### src/stpio_pkg.sv
package stpio_pkg;

  // clock rate and derived blink timing
  localparam int unsigned CLK_HZ          = 20_000_000;
  localparam int unsigned FAST_BLINK_HZ   = 4;
  localparam int unsigned SLOW_BLINK_HZ   = 1;
  localparam int unsigned ERR_ON_MS       = 200;
  localparam int unsigned ERR_OFF_MS      = 1000;
  localparam int unsigned NVM_BLINK_HZ    = 2;
  localparam int unsigned TRAFFIC_BLINK_HZ = 10;
  localparam int unsigned FAST_HALF_CYC   = CLK_HZ / (2 * FAST_BLINK_HZ);
  localparam int unsigned SLOW_HALF_CYC   = CLK_HZ / (2 * SLOW_BLINK_HZ);
  localparam int unsigned ERR_ON_CYC      = CLK_HZ / 1000 * ERR_ON_MS;
  localparam int unsigned ERR_OFF_CYC     = CLK_HZ / 1000 * ERR_OFF_MS;
  localparam int unsigned NVM_HALF_CYC    = CLK_HZ / (2 * NVM_BLINK_HZ);
  localparam int unsigned TRAF_HALF_CYC   = CLK_HZ / (2 * TRAFFIC_BLINK_HZ);

  // register byte addresses
  localparam logic [7:0] ADDR_IN_CFG   = 8'h00;
  localparam logic [7:0] ADDR_DRV_CFG  = 8'h04;
  localparam logic [7:0] ADDR_MOVE_CMD = 8'h08;
  localparam logic [7:0] ADDR_STATUS   = 8'h0C;
  localparam logic [7:0] ADDR_ENC_CAP  = 8'h10;
  localparam logic [7:0] ADDR_LINK     = 8'h14;

  // field positions
  localparam int unsigned DRV_IDLE_LSB = 0;
  localparam int unsigned DRV_GAIN_LSB = 8;
  localparam int unsigned DRV_ENC_BIT  = 16;
  localparam int unsigned IN_SENSE_LSB = 12;

  // reset values and ranges
  localparam logic [6:0] IDLE_PCT_RST = 7'h64;
  localparam logic [6:0] IDLE_PCT_MAX = 7'h64;
  localparam logic [5:0] GAIN_RST     = 6'h01;
  localparam logic [5:0] GAIN_MIN     = 6'h01;
  localparam logic [5:0] GAIN_MAX     = 6'h28;

  // input function codes
  typedef enum logic [3:0] {
    STPIO_FN_GP, STPIO_FN_HOME, STPIO_FN_CWLIM, STPIO_FN_CCWLIM,
    STPIO_FN_START, STPIO_FN_ESTOP, STPIO_FN_STOPJOG
  } stpio_fn_t;

  // move kinds
  typedef enum logic [2:0] {
    STPIO_MV_REL, STPIO_MV_JOG, STPIO_MV_REG, STPIO_MV_HOME, STPIO_MV_INDEX
  } stpio_mv_t;

  // network link state
  typedef enum logic [1:0] {
    STPIO_NS_INIT, STPIO_NS_PREOP, STPIO_NS_SAFEOP, STPIO_NS_OP
  } stpio_ns_t;

  // motion request toward the profile engine
  typedef struct packed {
    logic      start;
    logic      dir_ccw;
    stpio_mv_t kind;
  } stpio_move_t;

  // driver health flags
  typedef struct packed {
    logic short_flt;
    logic temp_flt;
    logic ilock_open;
  } stpio_flt_t;

endpackage

### src/stpio_top.sv
// Decided for this implementation: the AHB-Lite slave port and the address map.
`timescale 1ns/1ns
`default_nettype none
module stpio_top
  import stpio_pkg::*;
(
  // clock and reset
  input  wire logic               clk,
  input  wire logic               rst,
  // ahb-lite slave
  input  wire logic               hsel,
  input  wire logic [7:0]         haddr,
  input  wire logic [1:0]         htrans,
  input  wire logic               hwrite,
  input  wire logic [2:0]         hsize,
  input  wire logic [31:0]        hwdata,
  input  wire logic               hready,
  output logic [31:0]             hrdata,
  output logic                    hreadyout,
  output logic                    hresp,
  // field pins
  input  wire logic [2:0]         in_pin,
  // motion engine side
  input  wire logic               motion_busy,
  input  wire stpio_pkg::stpio_mv_t motion_kind,
  input  wire logic               motion_ccw,
  input  wire logic               current_en,
  input  wire stpio_pkg::stpio_flt_t flt_raw,
  input  wire logic               nvm_done,
  input  wire logic               nvm_ok,
  input  wire logic [31:0]        enc_pos,
  output stpio_pkg::stpio_move_t  move_req,
  output logic                    halt_now,
  output logic                    decel_stop,
  output logic                    home_found,
  output logic                    peak_mode,
  output logic [6:0]              idle_pct,
  output logic [5:0]              loop_gain,
  output logic [1:0]              quad_ab,
  // network side
  input  wire logic [1:0]         link_up,
  input  wire logic [1:0]         link_act,
  input  wire stpio_pkg::stpio_ns_t net_state,
  input  wire logic               sync_err,
  // indicators
  output logic                    led_green,
  output logic                    led_red,
  output logic [1:0]              led_link,
  output logic                    led_run,
  output logic                    led_err
);
  import stpio_pkg::*;

  logic [11:0] in_fn_q;
  logic [2:0]  in_sense_q;
  logic [6:0]  idle_q;
  logic [5:0]  gain_q;
  logic        enc_en_q;
  logic        pend_q;
  stpio_mv_t   pend_kind_q;
  logic        pend_ccw_q;
  logic [31:0] cap_q;
  logic        cw_block_q, ccw_block_q;
  logic [2:0]  s1_q, s2_q, act_q, act_prev_q;
  logic [2:0]  rise, fall;
  logic        ph_q, ph_wr_q;
  logic [7:0]  ph_addr_q;
  logic [2:0]  nvm_q;
  logic [24:0] slow_q, fast_q, nvm_cnt_q, traf_q, err_cnt_q;
  logic        slow_t_q, fast_t_q, nvm_t_q, traf_t_q, err_on_q;

  // function of input n
  function automatic logic [3:0] fn_of(input logic [11:0] f,
                                       input int n);
    fn_of = f[n*4 +: 4];
  endfunction

  // any input with function fn active now
  function automatic logic fn_level(input logic [11:0] f,
                                    input logic [2:0] lv,
                                    input logic [3:0] fn);
    fn_level = 1'b0;
    for (int i = 0; i < 3; i++) begin
      if (fn_of(f, i) == fn && lv[i]) begin
        fn_level = 1'b1;
      end
    end
  endfunction

  // synchronise pins, then apply sense (nc inverts)
  always_ff @(posedge clk or posedge rst) begin
    if (rst) begin
      s1_q <= 3'h0;
      s2_q <= 3'h0;
      act_q <= 3'h0;
      act_prev_q <= 3'h0;
    end else begin
      s1_q <= in_pin;
      s2_q <= s1_q;
      act_q <= s2_q ^ in_sense_q;
      act_prev_q <= act_q;
    end
  end

  assign rise = act_q & ~act_prev_q;
  assign fall = ~act_q & act_prev_q;

  // encoder mode hides inputs 1 and 2 from the function map
  logic [2:0] fn_mask;
  assign fn_mask = enc_en_q ? 3'h4 : 3'h7;

  logic estop_lv, cw_lv, ccw_lv, home_ev, start_ev, stopjog_ev, jog_run;
  assign estop_lv = fn_level(in_fn_q, act_q & fn_mask, STPIO_FN_ESTOP);
  assign cw_lv    = fn_level(in_fn_q, act_q & fn_mask, STPIO_FN_CWLIM);
  assign ccw_lv   = fn_level(in_fn_q, act_q & fn_mask, STPIO_FN_CCWLIM);
  assign home_ev  = fn_level(in_fn_q, rise & fn_mask, STPIO_FN_HOME);
  assign start_ev = fn_level(in_fn_q, rise & fn_mask, STPIO_FN_START);
  assign stopjog_ev = fn_level(in_fn_q, rise & fn_mask, STPIO_FN_STOPJOG);
  assign jog_run  = motion_busy &&
                    (motion_kind == STPIO_MV_JOG ||
                     motion_kind == STPIO_MV_REG);

  logic cw_hit, ccw_hit;
  assign cw_hit  = cw_lv && motion_busy && !motion_ccw;
  assign ccw_hit = ccw_lv && motion_busy && motion_ccw;

  // ahb address phase capture
  logic ph_take;
  assign ph_take = hsel && hready && htrans[1];
  always_ff @(posedge clk or posedge rst) begin
    if (rst) begin
      ph_q <= 1'b0;
      ph_wr_q <= 1'b0;
      ph_addr_q <= 8'h00;
    end else begin
      ph_q <= ph_take;
      ph_wr_q <= ph_take && hwrite;
      ph_addr_q <= haddr;
    end
  end

  logic wr_cmd;
  assign wr_cmd = ph_wr_q && ph_addr_q == ADDR_MOVE_CMD;

  // configuration registers
  always_ff @(posedge clk or posedge rst) begin
    if (rst) begin
      in_fn_q <= 12'h000;
      in_sense_q <= 3'h0;
      idle_q <= IDLE_PCT_RST;
      gain_q <= GAIN_RST;
      enc_en_q <= 1'b0;
    end else if (ph_wr_q && ph_addr_q == ADDR_IN_CFG) begin
      in_fn_q <= hwdata[11:0];
      in_sense_q <= hwdata[IN_SENSE_LSB +: 3];
    end else if (ph_wr_q && ph_addr_q == ADDR_DRV_CFG) begin
      // out of range values are clamped, not refused
      idle_q <= (hwdata[DRV_IDLE_LSB +: 7] > IDLE_PCT_MAX) ?
                IDLE_PCT_MAX : hwdata[DRV_IDLE_LSB +: 7];
      gain_q <= (hwdata[DRV_GAIN_LSB +: 6] > GAIN_MAX) ? GAIN_MAX :
                (hwdata[DRV_GAIN_LSB +: 6] < GAIN_MIN) ? GAIN_MIN :
                hwdata[DRV_GAIN_LSB +: 6];
      enc_en_q <= hwdata[DRV_ENC_BIT];
    end
  end

  // pending indexer move and launch
  always_ff @(posedge clk or posedge rst) begin
    if (rst) begin
      pend_q <= 1'b0;
      pend_kind_q <= STPIO_MV_INDEX;
      pend_ccw_q <= 1'b0;
      move_req <= '0;
    end else begin
      move_req.start <= 1'b0;
      if (pend_q && start_ev && !estop_lv &&
          !(pend_ccw_q ? ccw_block_q : cw_block_q)) begin
        pend_q <= 1'b0;
        move_req <= '{start: 1'b1, dir_ccw: pend_ccw_q, kind: pend_kind_q};
      end else if (wr_cmd && hwdata[3:1] == STPIO_MV_INDEX) begin
        pend_q <= 1'b1;
        pend_ccw_q <= hwdata[4];
        pend_kind_q <= STPIO_MV_INDEX;
      end else if (wr_cmd && hwdata[0] && !estop_lv &&
                   !(hwdata[4] ? ccw_block_q : cw_block_q)) begin
        move_req <= '{start: 1'b1, dir_ccw: hwdata[4],
                      kind: stpio_mv_t'(hwdata[3:1])};
      end
    end
  end

  // limit direction blocking, released by a move the other way started while that limit input is inactive
  always_ff @(posedge clk or posedge rst) begin
    if (rst) begin
      cw_block_q <= 1'b0;
      ccw_block_q <= 1'b0;
    end else begin
      if (cw_hit) begin
        cw_block_q <= 1'b1;
      end else if (move_req.start && move_req.dir_ccw && !cw_lv) begin
        cw_block_q <= 1'b0;
      end
      if (ccw_hit) begin
        ccw_block_q <= 1'b1;
      end else if (move_req.start && !move_req.dir_ccw && !ccw_lv) begin
        ccw_block_q <= 1'b0;
      end
    end
  end

  // stop strobes toward the profile engine
  always_ff @(posedge clk or posedge rst) begin
    if (rst) begin
      halt_now <= 1'b0;
      decel_stop <= 1'b0;
      home_found <= 1'b0;
    end else begin
      halt_now <= estop_lv || cw_hit || ccw_hit;
      decel_stop <= stopjog_ev && jog_run;
      home_found <= home_ev && motion_busy &&
                    motion_kind == STPIO_MV_HOME;
    end
  end

  // encoder capture on input 3
  logic cap_ev;
  assign cap_ev = enc_en_q &&
    ((fn_of(in_fn_q, 2) == STPIO_FN_START && (rise[2] || fall[2])) ||
     (fn_of(in_fn_q, 2) == STPIO_FN_STOPJOG && rise[2] && jog_run));
  always_ff @(posedge clk or posedge rst) begin
    if (rst) begin
      cap_q <= 32'h0000_0000;
    end else if (cap_ev) begin
      cap_q <= enc_pos;
    end
  end

  // drive outputs: peak control while idle, encoder lines forwarded
  always_ff @(posedge clk or posedge rst) begin
    if (rst) begin
      peak_mode <= 1'b1;
      idle_pct <= IDLE_PCT_RST;
      loop_gain <= GAIN_RST;
      quad_ab <= 2'h0;
    end else begin
      peak_mode <= !motion_busy;
      idle_pct <= idle_q;
      loop_gain <= gain_q;
      quad_ab <= enc_en_q ? s2_q[1:0] : 2'h0;
    end
  end

  // ahb read data; general purpose levels visible in status
  always_ff @(posedge clk or posedge rst) begin
    if (rst) begin
      hrdata <= 32'h0000_0000;
    end else if (ph_take && !hwrite) begin
      case (haddr)
        ADDR_IN_CFG:   hrdata <= {17'h0_0000, in_sense_q, in_fn_q};
        ADDR_DRV_CFG:  hrdata <= {15'h0000, enc_en_q, 2'h0, gain_q,
                                  1'b0, idle_q};
        ADDR_MOVE_CMD: hrdata <= {31'h0000_0000, pend_q};
        ADDR_STATUS:   hrdata <= {24'h00_0000, ccw_block_q, cw_block_q,
                                  estop_lv, 2'h0, act_q};
        ADDR_ENC_CAP:  hrdata <= cap_q;
        default:       hrdata <= 32'h0000_0000;
      endcase
    end
  end

  assign hreadyout = 1'b1;
  assign hresp = 1'b0;

  // nvm write result latches until power cycle (reset)
  always_ff @(posedge clk or posedge rst) begin
    if (rst) begin
      nvm_q <= 3'h0;
    end else if (nvm_done && !nvm_q[2]) begin
      nvm_q <= {1'b1, nvm_ok, !nvm_ok};
    end
  end

  // free running blink dividers
  always_ff @(posedge clk or posedge rst) begin
    if (rst) begin
      slow_q <= 25'h000_0000;
      fast_q <= 25'h000_0000;
      nvm_cnt_q <= 25'h000_0000;
      traf_q <= 25'h000_0000;
      slow_t_q <= 1'b0;
      fast_t_q <= 1'b0;
      nvm_t_q <= 1'b0;
      traf_t_q <= 1'b0;
    end else begin
      slow_q <= (slow_q == 25'(SLOW_HALF_CYC - 1)) ? '0 : slow_q + 1'b1;
      fast_q <= (fast_q == 25'(FAST_HALF_CYC - 1)) ? '0 : fast_q + 1'b1;
      nvm_cnt_q <= (nvm_cnt_q == 25'(NVM_HALF_CYC - 1)) ? '0 :
                   nvm_cnt_q + 1'b1;
      traf_q <= (traf_q == 25'(TRAF_HALF_CYC - 1)) ? '0 : traf_q + 1'b1;
      if (slow_q == 25'(SLOW_HALF_CYC - 1)) slow_t_q <= !slow_t_q;
      if (fast_q == 25'(FAST_HALF_CYC - 1)) fast_t_q <= !fast_t_q;
      if (nvm_cnt_q == 25'(NVM_HALF_CYC - 1)) nvm_t_q <= !nvm_t_q;
      if (traf_q == 25'(TRAF_HALF_CYC - 1)) traf_t_q <= !traf_t_q;
    end
  end

  // error led single blink, restarted cleanly when sync error clears
  always_ff @(posedge clk or posedge rst) begin
    if (rst) begin
      err_cnt_q <= 25'h000_0000;
      err_on_q <= 1'b0;
    end else if (!sync_err) begin
      err_cnt_q <= '0;
      err_on_q <= 1'b0;
    end else if (err_on_q && err_cnt_q == 25'(ERR_ON_CYC - 1)) begin
      err_cnt_q <= '0;
      err_on_q <= 1'b0;
    end else if (!err_on_q && err_cnt_q == 25'(ERR_OFF_CYC - 1)) begin
      err_cnt_q <= '0;
      err_on_q <= 1'b1;
    end else begin
      err_cnt_q <= err_cnt_q + 1'b1;
    end
  end

  // faults only count while current is enabled
  logic fault;
  assign fault = current_en && (|flt_raw);

  // indicators
  always_ff @(posedge clk or posedge rst) begin
    if (rst) begin
      led_green <= 1'b0;
      led_red <= 1'b0;
      led_link <= 2'h0;
      led_run <= 1'b0;
      led_err <= 1'b0;
    end else begin
      if (nvm_q[2]) begin
        led_green <= nvm_q[1] && nvm_t_q;
        led_red <= nvm_q[0] && nvm_t_q;
      end else begin
        led_green <= !fault;
        led_red <= fault;
      end
      for (int p = 0; p < 2; p++) begin
        led_link[p] <= link_up[p] && !(link_act[p] && traf_t_q);
      end
      case (net_state)
        STPIO_NS_INIT:   led_run <= 1'b0;
        STPIO_NS_PREOP:  led_run <= fast_t_q;
        STPIO_NS_SAFEOP: led_run <= slow_t_q;
        STPIO_NS_OP:     led_run <= 1'b1;
        default:         led_run <= 1'b0;
      endcase
      led_err <= err_on_q;
    end
  end

  // estop halts at once and blocks starts
  AST_ESTOP_HALT: assert property (@(posedge clk) disable iff (rst)
    estop_lv |=> halt_now && !move_req.start)
    else $error("estop did not halt");
  AST_ESTOP_NOSTART: assert property (@(posedge clk) disable iff (rst)
    $past(estop_lv) |-> !move_req.start)
    else $error("move began during estop");
  AST_CW_BLOCK: assert property (@(posedge clk) disable iff (rst)
    cw_hit |=> cw_block_q)
    else $error("cw limit not latched");
  AST_CCW_BLOCK: assert property (@(posedge clk) disable iff (rst)
    ccw_hit |=> ccw_block_q)
    else $error("ccw limit not latched");
  AST_NO_CW_START: assert property (@(posedge clk) disable iff (rst)
    move_req.start && !move_req.dir_ccw |-> !$past(cw_block_q))
    else $error("cw move while blocked");
  AST_DECEL_JOG: assert property (@(posedge clk) disable iff (rst)
    decel_stop |-> $past(jog_run) && $past(stopjog_ev))
    else $error("stop on wrong move");
  AST_GAIN_RANGE: assert property (@(posedge clk) disable iff (rst)
    gain_q >= GAIN_MIN && gain_q <= GAIN_MAX)
    else $error("gain out of range");
  AST_IDLE_RANGE: assert property (@(posedge clk) disable iff (rst)
    idle_q <= IDLE_PCT_MAX)
    else $error("idle pct out of range");
  AST_PEAK_IDLE: assert property (@(posedge clk) disable iff (rst)
    !motion_busy ##1 !$past(motion_busy) |-> peak_mode)
    else $error("not peak when idle");
  AST_FAULT_RED: assert property (@(posedge clk) disable iff (rst)
    !nvm_q[2] && current_en && |flt_raw ##1 !nvm_q[2] |-> led_red)
    else $error("fault not red");
  AST_NOFLT_OFF: assert property (@(posedge clk) disable iff (rst)
    !current_en && !nvm_q[2] ##1 !nvm_q[2] |-> led_green)
    else $error("fault shown with current off");
  AST_CAP: assert property (@(posedge clk) disable iff (rst)
    cap_ev |=> cap_q == $past(enc_pos))
    else $error("encoder not captured");

endmodule
`default_nettype wire

### config.mk
export PLATFORM = sky130hd
export DESIGN_NAME = stpio_top
export DESIGN_NICKNAME = d
export VERILOG_FILES = /design/src/stpio_pkg.sv /design/src/stpio_top.sv
export SDC_FILE = /design/constraint.sdc
export NUM_CORES = 1
export LEC_CHECK = 0
export ABC_AREA = 1
export BUFFER_PORTS_ARGS = -buffer_cell sky130_fd_sc_hd__buf_2
export CAP_MARGIN = 20
export CORE_ASPECT_RATIO = 0.7
export CORE_MARGIN = 2
export CORE_UTILIZATION = 27
export DETAILED_ROUTE_END_ITERATION = 16
export PLACE_DENSITY = 0.54
export SYNTH_ARGS = -nofsm -noshare
export SYNTH_HDL_FRONTEND = slang
export SYNTH_SLANG_ARGS = --single-unit
### constraint.sdc
create_clock -name clk -period 13.3 [get_ports clk]
set_input_delay 0.665 -clock clk [delete_from_list [all_inputs] [get_ports clk]]
set_output_delay 0.665 -clock clk [all_outputs]
set_load 0.005 [all_outputs]
== Word level (Yosys, flattened, before mapping) ==
Cells that the tools add are included.
W data, S select, Z words.

* Bits in registers: 281
* Bits of input ports: 103
* Output and inout port bits: 64
* Word-level logic and storage cells: 240

* $add $sub $neg: 5
* Order comparisons: 3
* Equal/unequal tests: 39
* Muxes and demuxes: 48
* Bitwise logic cells: 9
* Reduce and logical (&&, ||, !) cells: 93

{| class="wikitable"
|+ Operator list
! kind !! count
|-
| $mux W25 || 7
|-
| $pmux W32 S5 || 1
|-
| $add A25 B1 Y25 const B || 5
|-
| $logic_and A1 B1 Y1 || 58
|-
| $eq A25 B22 Y1 const B || 2
|-
| $eq A4 B3 Y1 const B || 9
|-
| $mux W1 || 31
|-
| $eq A25 B20 Y1 const B || 1
|-
| $eq A25 B23 Y1 const B || 1
|-
| $eq A25 B24 Y1 const B || 1
|-
| $eq A25 B25 Y1 const B || 1
|-
| $eq A4 B2 Y1 const B || 6
|-
| $eq A8 B4 Y1 const B || 3
|-
| $logic_not A1 Y1 || 19
|-
| $eq A8 B3 Y1 const B || 2
|-
| $logic_not A8 Y1 || 2
|-
| $mux W5 || 3
|-
| $and A3 B3 Y3 || 4
|-
| $eq A4 B1 Y1 const B || 3
|-
| $mux W6 || 2
|-
| $eq A8 B5 Y1 const B || 1
|-
| $reduce_bool A2 Y1 || 4
|-
| $gt A7 B7 Y1 const B || 1
|-
| $mux W7 || 1
|-
| 18 further kinds || 29
|}

== Depth between registers and ports, before layout ==
* Depth after elaboration: 12
* Gate-level depth with buffers: 12
* Mapped depth without buffers: 10

== Least setup slack after synthesis ==
Ideal clock, no wire load.

* Path kind: input port to flip-flop
* Start: input port haddr[1]
* End: register hrdata[10]
* Setup time: 66 ps
* Data arrival time: 1601 ps
* Required time: 13234 ps
* Slack: 11633 ps
* Stages: 10
* Path buffers: 1
* Cell sequence: nor2_1 > nand3_1 > inv_1 > nand2_1 > inv_1 > buf_4 > nand2_1 > nand3_1 > nand2_1 > nand2_1

* Cells in the longest elaborated chain, start to end: 2
* Elaborated cells between the ends (all ways): 6
* Classes of those cells: 4 x eq/ne; 1 x mux; 1 x reduce/logical

{| class="wikitable"
|+ Ends and longest elaborated chain
! element !! line !! text
|-
| from (decl) || stpio_top.sv:12 || <nowiki>input wire logic [7:0] haddr,</nowiki>
|-
| $eq A8 B5 Y1 (tied with other cells) || stpio_top.sv:258 || <nowiki>case (haddr)</nowiki>
|-
| $pmux W32 S5 * || stpio_top.sv:258 ||
|-
| to (signal assigned) || stpio_top.sv:259 || <nowiki>ADDR_IN_CFG: hrdata <= {17'h0_0000, in_sense_q, in_fn_q};</nowiki>
|-
| to (signal assigned) || stpio_top.sv:260 || <nowiki>ADDR_DRV_CFG: hrdata <= {15'h0000, enc_en_q, 2'h0, gain_q,</nowiki>
|-
| to (signal assigned) || stpio_top.sv:262 || <nowiki>ADDR_MOVE_CMD: hrdata <= {31'h0000_0000, pend_q};</nowiki>
|-
| to (decl) || stpio_top.sv:18 || <nowiki>output logic [31:0] hrdata,</nowiki>
|}

Every way passes the cells marked *; elsewhere a longest branch is shown, timed or not.
A chain may end at the register's enable or synchronous reset.

== Worst setup path in the final report ==
* Start: register act_q[2]
* End: register cap_q[3]

* Cells in the longest elaborated chain, start to end: 6
* Elaborated cells between the ends (all ways): 9
* Classes of those cells: 3 x bitwise; 6 x reduce/logical

{| class="wikitable"
|+ Ends and longest elaborated chain
! element !! line !! text
|-
| from (decl) || stpio_top.sv:64 || <nowiki>logic [2:0] s1_q, s2_q, act_q, act_prev_q;</nowiki>
|-
| from (signal assigned) || stpio_top.sv:100 || <nowiki>act_q <= s2_q ^ in_sense_q;</nowiki>
|-
| $not A3 Y3 || stpio_top.sv:106 || <nowiki>assign fall = ~act_q & act_prev_q;</nowiki>
|-
| $and A3 B3 Y3 || stpio_top.sv:106 ||
|-
| $logic_or A1 B1 Y1 || stpio_top.sv:228 || <nowiki>((fn_of(in_fn_q, 2) == STPIO_FN_START && (rise[2] || fall[2])) ||</nowiki>
|-
| $logic_and A1 B1 Y1 || stpio_top.sv:228 ||
|-
| $logic_or A1 B1 Y1 * || stpio_top.sv:228 ||
|-
| $logic_and A1 B1 Y1 * || stpio_top.sv:227 || <nowiki>assign cap_ev = enc_en_q &&</nowiki>
|-
| to (signal assigned) || stpio_top.sv:234 || <nowiki>cap_q <= enc_pos;</nowiki>
|-
| to (decl) || stpio_top.sv:62 || <nowiki>logic [31:0] cap_q;</nowiki>
|}

Marks and branches as above.

==> flow_summary.yaml <==
layout:
  fin_util: 0.3246
  syn_to_final_growth_pct: 18.58
  nFillCells: 5227
  drive_gt1_frac: 0.1285
  fin_nets: 1969
  fin_cells: 2550
cts:
  cts_sinks: 281
  clkTransAtPathRegs_ns: 0.06
  cts_root_buf: "clkbuf_16"
  clockBufferDepth: 3
  post_cts_buffers: 0
  tritoncts: "yes"
  cts_resized: 0
  cts_made_buffers: 30
  clk_latency_ns: 0.57
  cts_hold_buf: 0
  htree_levels: 1
placement:
  pre_cts_ws_ns: 10.59
  dpl.hpwl_mm: 26.59
  port_buffers: 144
  place.gp.congestion: 0.8954
  numPlacedInstances: 2492
sta:
  setup_slack_ns: 10.91
  fin_crit_ns: 2.392
  clock.fmax_mhz: 418.1
  setup_tns_ns: 0
  finalSetupViolCount: 0
  rsz0062_at_grt: "no"
  fin_crit_sh: 0.1798
  worst_slew_pin_slew_ns: 0.9846
  maxSlewHeadroom: 0.3401
  hold_viol: 0
  slew_violations: 0
  skew_ns: 0.01504
die:
  fp-row-count: 68
  die_y_um: 191.3
  start_util: 0.2738
  core_area_mm2: 0.04943
  io_pins: 167
  fp.dieArea_mm2: 0.05196
  die_w_um: 271.6
synth:
  synth_edf_count: 0
  synth_most_common_cell: "nand2_1"
  postSynthCellCount: 1707
  async_flop_share: 1.000
  syn_nets: 1816
  synth_area_mm2: 0.01353
  synth-seq-area-share: 0.5204
  synth_top_cell_by_area: "dfrtp_1"
  synth_seq_cells: 281
  yosys-top-cells-count: "nand2_1 (481), dfrtp_1 (272), nor2_1 (239), inv_1 (216), nand3_1 (152)"
  synthFlopType: "dfrtp_1"
  synthTopCellsByArea: "dfrtp_1 (50%), nand2_1 (13%), nor2_1 (6.6%), inv_1 (6.0%), nand3_1 (5.6%)"
  synth_top_cell_area_share: 0.5030
  yosysWarnings: 0
  ys_types: 46
  avgSynthCellArea_um2: 7.928
power:
  p_seq_frac: 0.484
  intPower_mw: 1.389
  p_leak_nw: 8.135
  p_per_area_mw_per_mm2: 112.1
  clockPowerShare: 0.483
  sw_frac_of_total: 0.2278
  ir_worst_vdd_uv: 97.73
  switchingPower_mw: 0.4099
  p_comb_frac: 0.033
worst_setup_path:
  slowest_delay_ns: 0.49
  crit_path_cell_trace: "ha_1 -> nand3_1 -> o22ai_2 -> buf_4 -> nand2_1 -> buf_4 -> nand2_1 -> nand2_1"
  path_max_fanout: 33
  crit_family: "buffers and inverters"
  crit_top_cell: "nand2_1"
  cp_num_buf_inv: 2
  r2r_end: "cap_q[3]"
  required_ns: 13.76
  crit_arrival_ns: 2.85
  crit_path_start_kind: "flop"
  r2r_setup_slack_ns: 10.91
  criticalPathCategory: "reg2reg"
  reg2reg_depth: 8
  r2r_start: "act_q[2]"
  worstSetupStartpoint: "act_q[2]"
  crit_slowest_cell: "dfrtp_1"
  end_kind: "flop"
drt:
  dr.pass1.iters: 5
  wl_per_cell_um: 14.32
  vias: 11537
  viasPerCell: 4.524
  route.detailed.drc: 0
  drt_wl_total_mm: 36.52
  drtAntennaViolNets: 0
  drtIter0Drc: 1012
global_route:
  grt_pass1_vias: 11039
  grtUsageTotal: 0.1408
  grt_max_degree: 165
  grt_pass1_wl_mm: 59.31
  grt_antenna_before_repair: 6
  grt-ovfl-total: 0
hold_path:
  hold_path_class: "in2reg"
  hp-start: "in_pin[1]"
  hold_end: "s1_q[1]"
  worstHoldPathCells: 1
job:
  drv_cap: 0
run_status:
  status: "finished, final reports clean"
==> flip-flops by register name (all words and copies together), names as in the netlist, 3 cells and up <==
register    flops
s1_q            3
in_fn_q        12
idle_q          7
nvm_q           3
in_sense_q      3
s2_q            3
idle_pct        7
gain_q          6
loop_gain       6
err_cnt_q      25
traf_q         25
nvm_cnt_q      25
move_req        5
ph_addr_q       8
slow_q         25
hrdata         32
act_prev_q      3
cap_q          32
fast_q         25
act_q           3
==> worst reg2reg max path: cells and delay by family (launching register included) <==
family / cells / cell delay, ns
flops: 1 / 0.49
simple gates: 4 / 0.66
buf+inv: 2 / 0.73
compound gates: 1 / 0.16
fa+ha+maj: 1 / 0.26
==> kinds of logic after synthesis <==
| logic type | synth area share |
|---|---|
| AO/OA/AOI/OAI | 0.03180 |
| XOR/XNOR | 0.04854 |
| adder cells (fa/ha/maj) | 0.005547 |
| buffers and inverters | 0.07248 |
| flip-flops | 0.5204 |
| multiplexers | 0.0008320 |
| other | 0.0005549 |
| AND/OR/NAND/NOR | 0.3198 |
==> power groups by stage <==
stage / clock network (mW) / registers (mW) / logic (mW)
after floorplan: 0 / 0.885 / 0.0307
after global placement: 0 / 0.886 / 0.0606
after detailed placement: 0 / 0.886 / 0.0622
after CTS: 0.899 / 0.870 / 0.0623
after global routing: 0.935 / 0.871 / 0.0688
final: 0.869 / 0.870 / 0.0599
==> metrics by stage <==
| stage | power (mW) | hold slack, ns | instance area (um^2) |
|---|---|---|---|
| global placement | 0.9465 | 0.3354 | 14990 |
| global route | 1.875 | 0.1762 | 16040 |
| finish | 1.799 | 0.1993 | 16050 |
| detailed placement | 0.9481 | 0.3355 | 15020 |
| floorplan | 0.9152 | 0.3312 | 13530 |
| CTS | 1.832 | 0.1680 | 16040 |
==> placed cells by master, fill, tap and decap left out, types with 7 or more instances in the layout <==
cell type  synthesis  routed
nor3_1            55      55
or2_2              7       7
buf_2             13     144
nor2_2             7       8
xor2_1            56      56
clkinv_2           0       7
nand2_1          481     481
nor2_1           239     238
inv_1            216     215
dfstp_2            9       9
clkbuf_16          0      31
nand3_1          152     152
xnor2_1           19      19
nor4_1             7       7
dfrtp_1          272     272
o21ai_0           55      55
nand4_1           44      44
a21oi_1            8       8
==> worst max-delay path by stage <==
stage                    endpoint  slack, ns  cells after the start
finish                   cap_q[3]      10.91                      8
global route            cap_q[13]      10.73                      8
CTS                     cap_q[12]      10.95                      8
detailed placement      cap_q[12]      10.59                     10
global placement        hrdata[3]      10.64                     10
floorplan           act_prev_q[0]       4.90                      1
==> cell type report <==
class                           count  area (um^2)  area share
Sequential cell                   281         7043      0.4389
Multi-Input combinational cell   1175         5512      0.3434
Clock buffer                       41        853.3     0.05317
Inverter                          221        837.1     0.05216
Tap cell                          665        832.0     0.05185
Timing Repair Buffer              151        805.8     0.05021
Clock inverter                     14        160.2    0.009980
Antenna cell                        2        5.005   0.0003119
==> layer usage <==
metal / vias up / part of all wire / global-route usage
met5: - / 0.00058 / 0
met4: 4 / 0.020 / 0.03445
met3: 56 / 0.064 / 0.02990
met2: 283 / 0.41 / 0.2050
met1: 5517 / 0.50 / 0.2105
li1: 5677 / - / -
No activity file was read; power rests on OpenSTA's default activity.
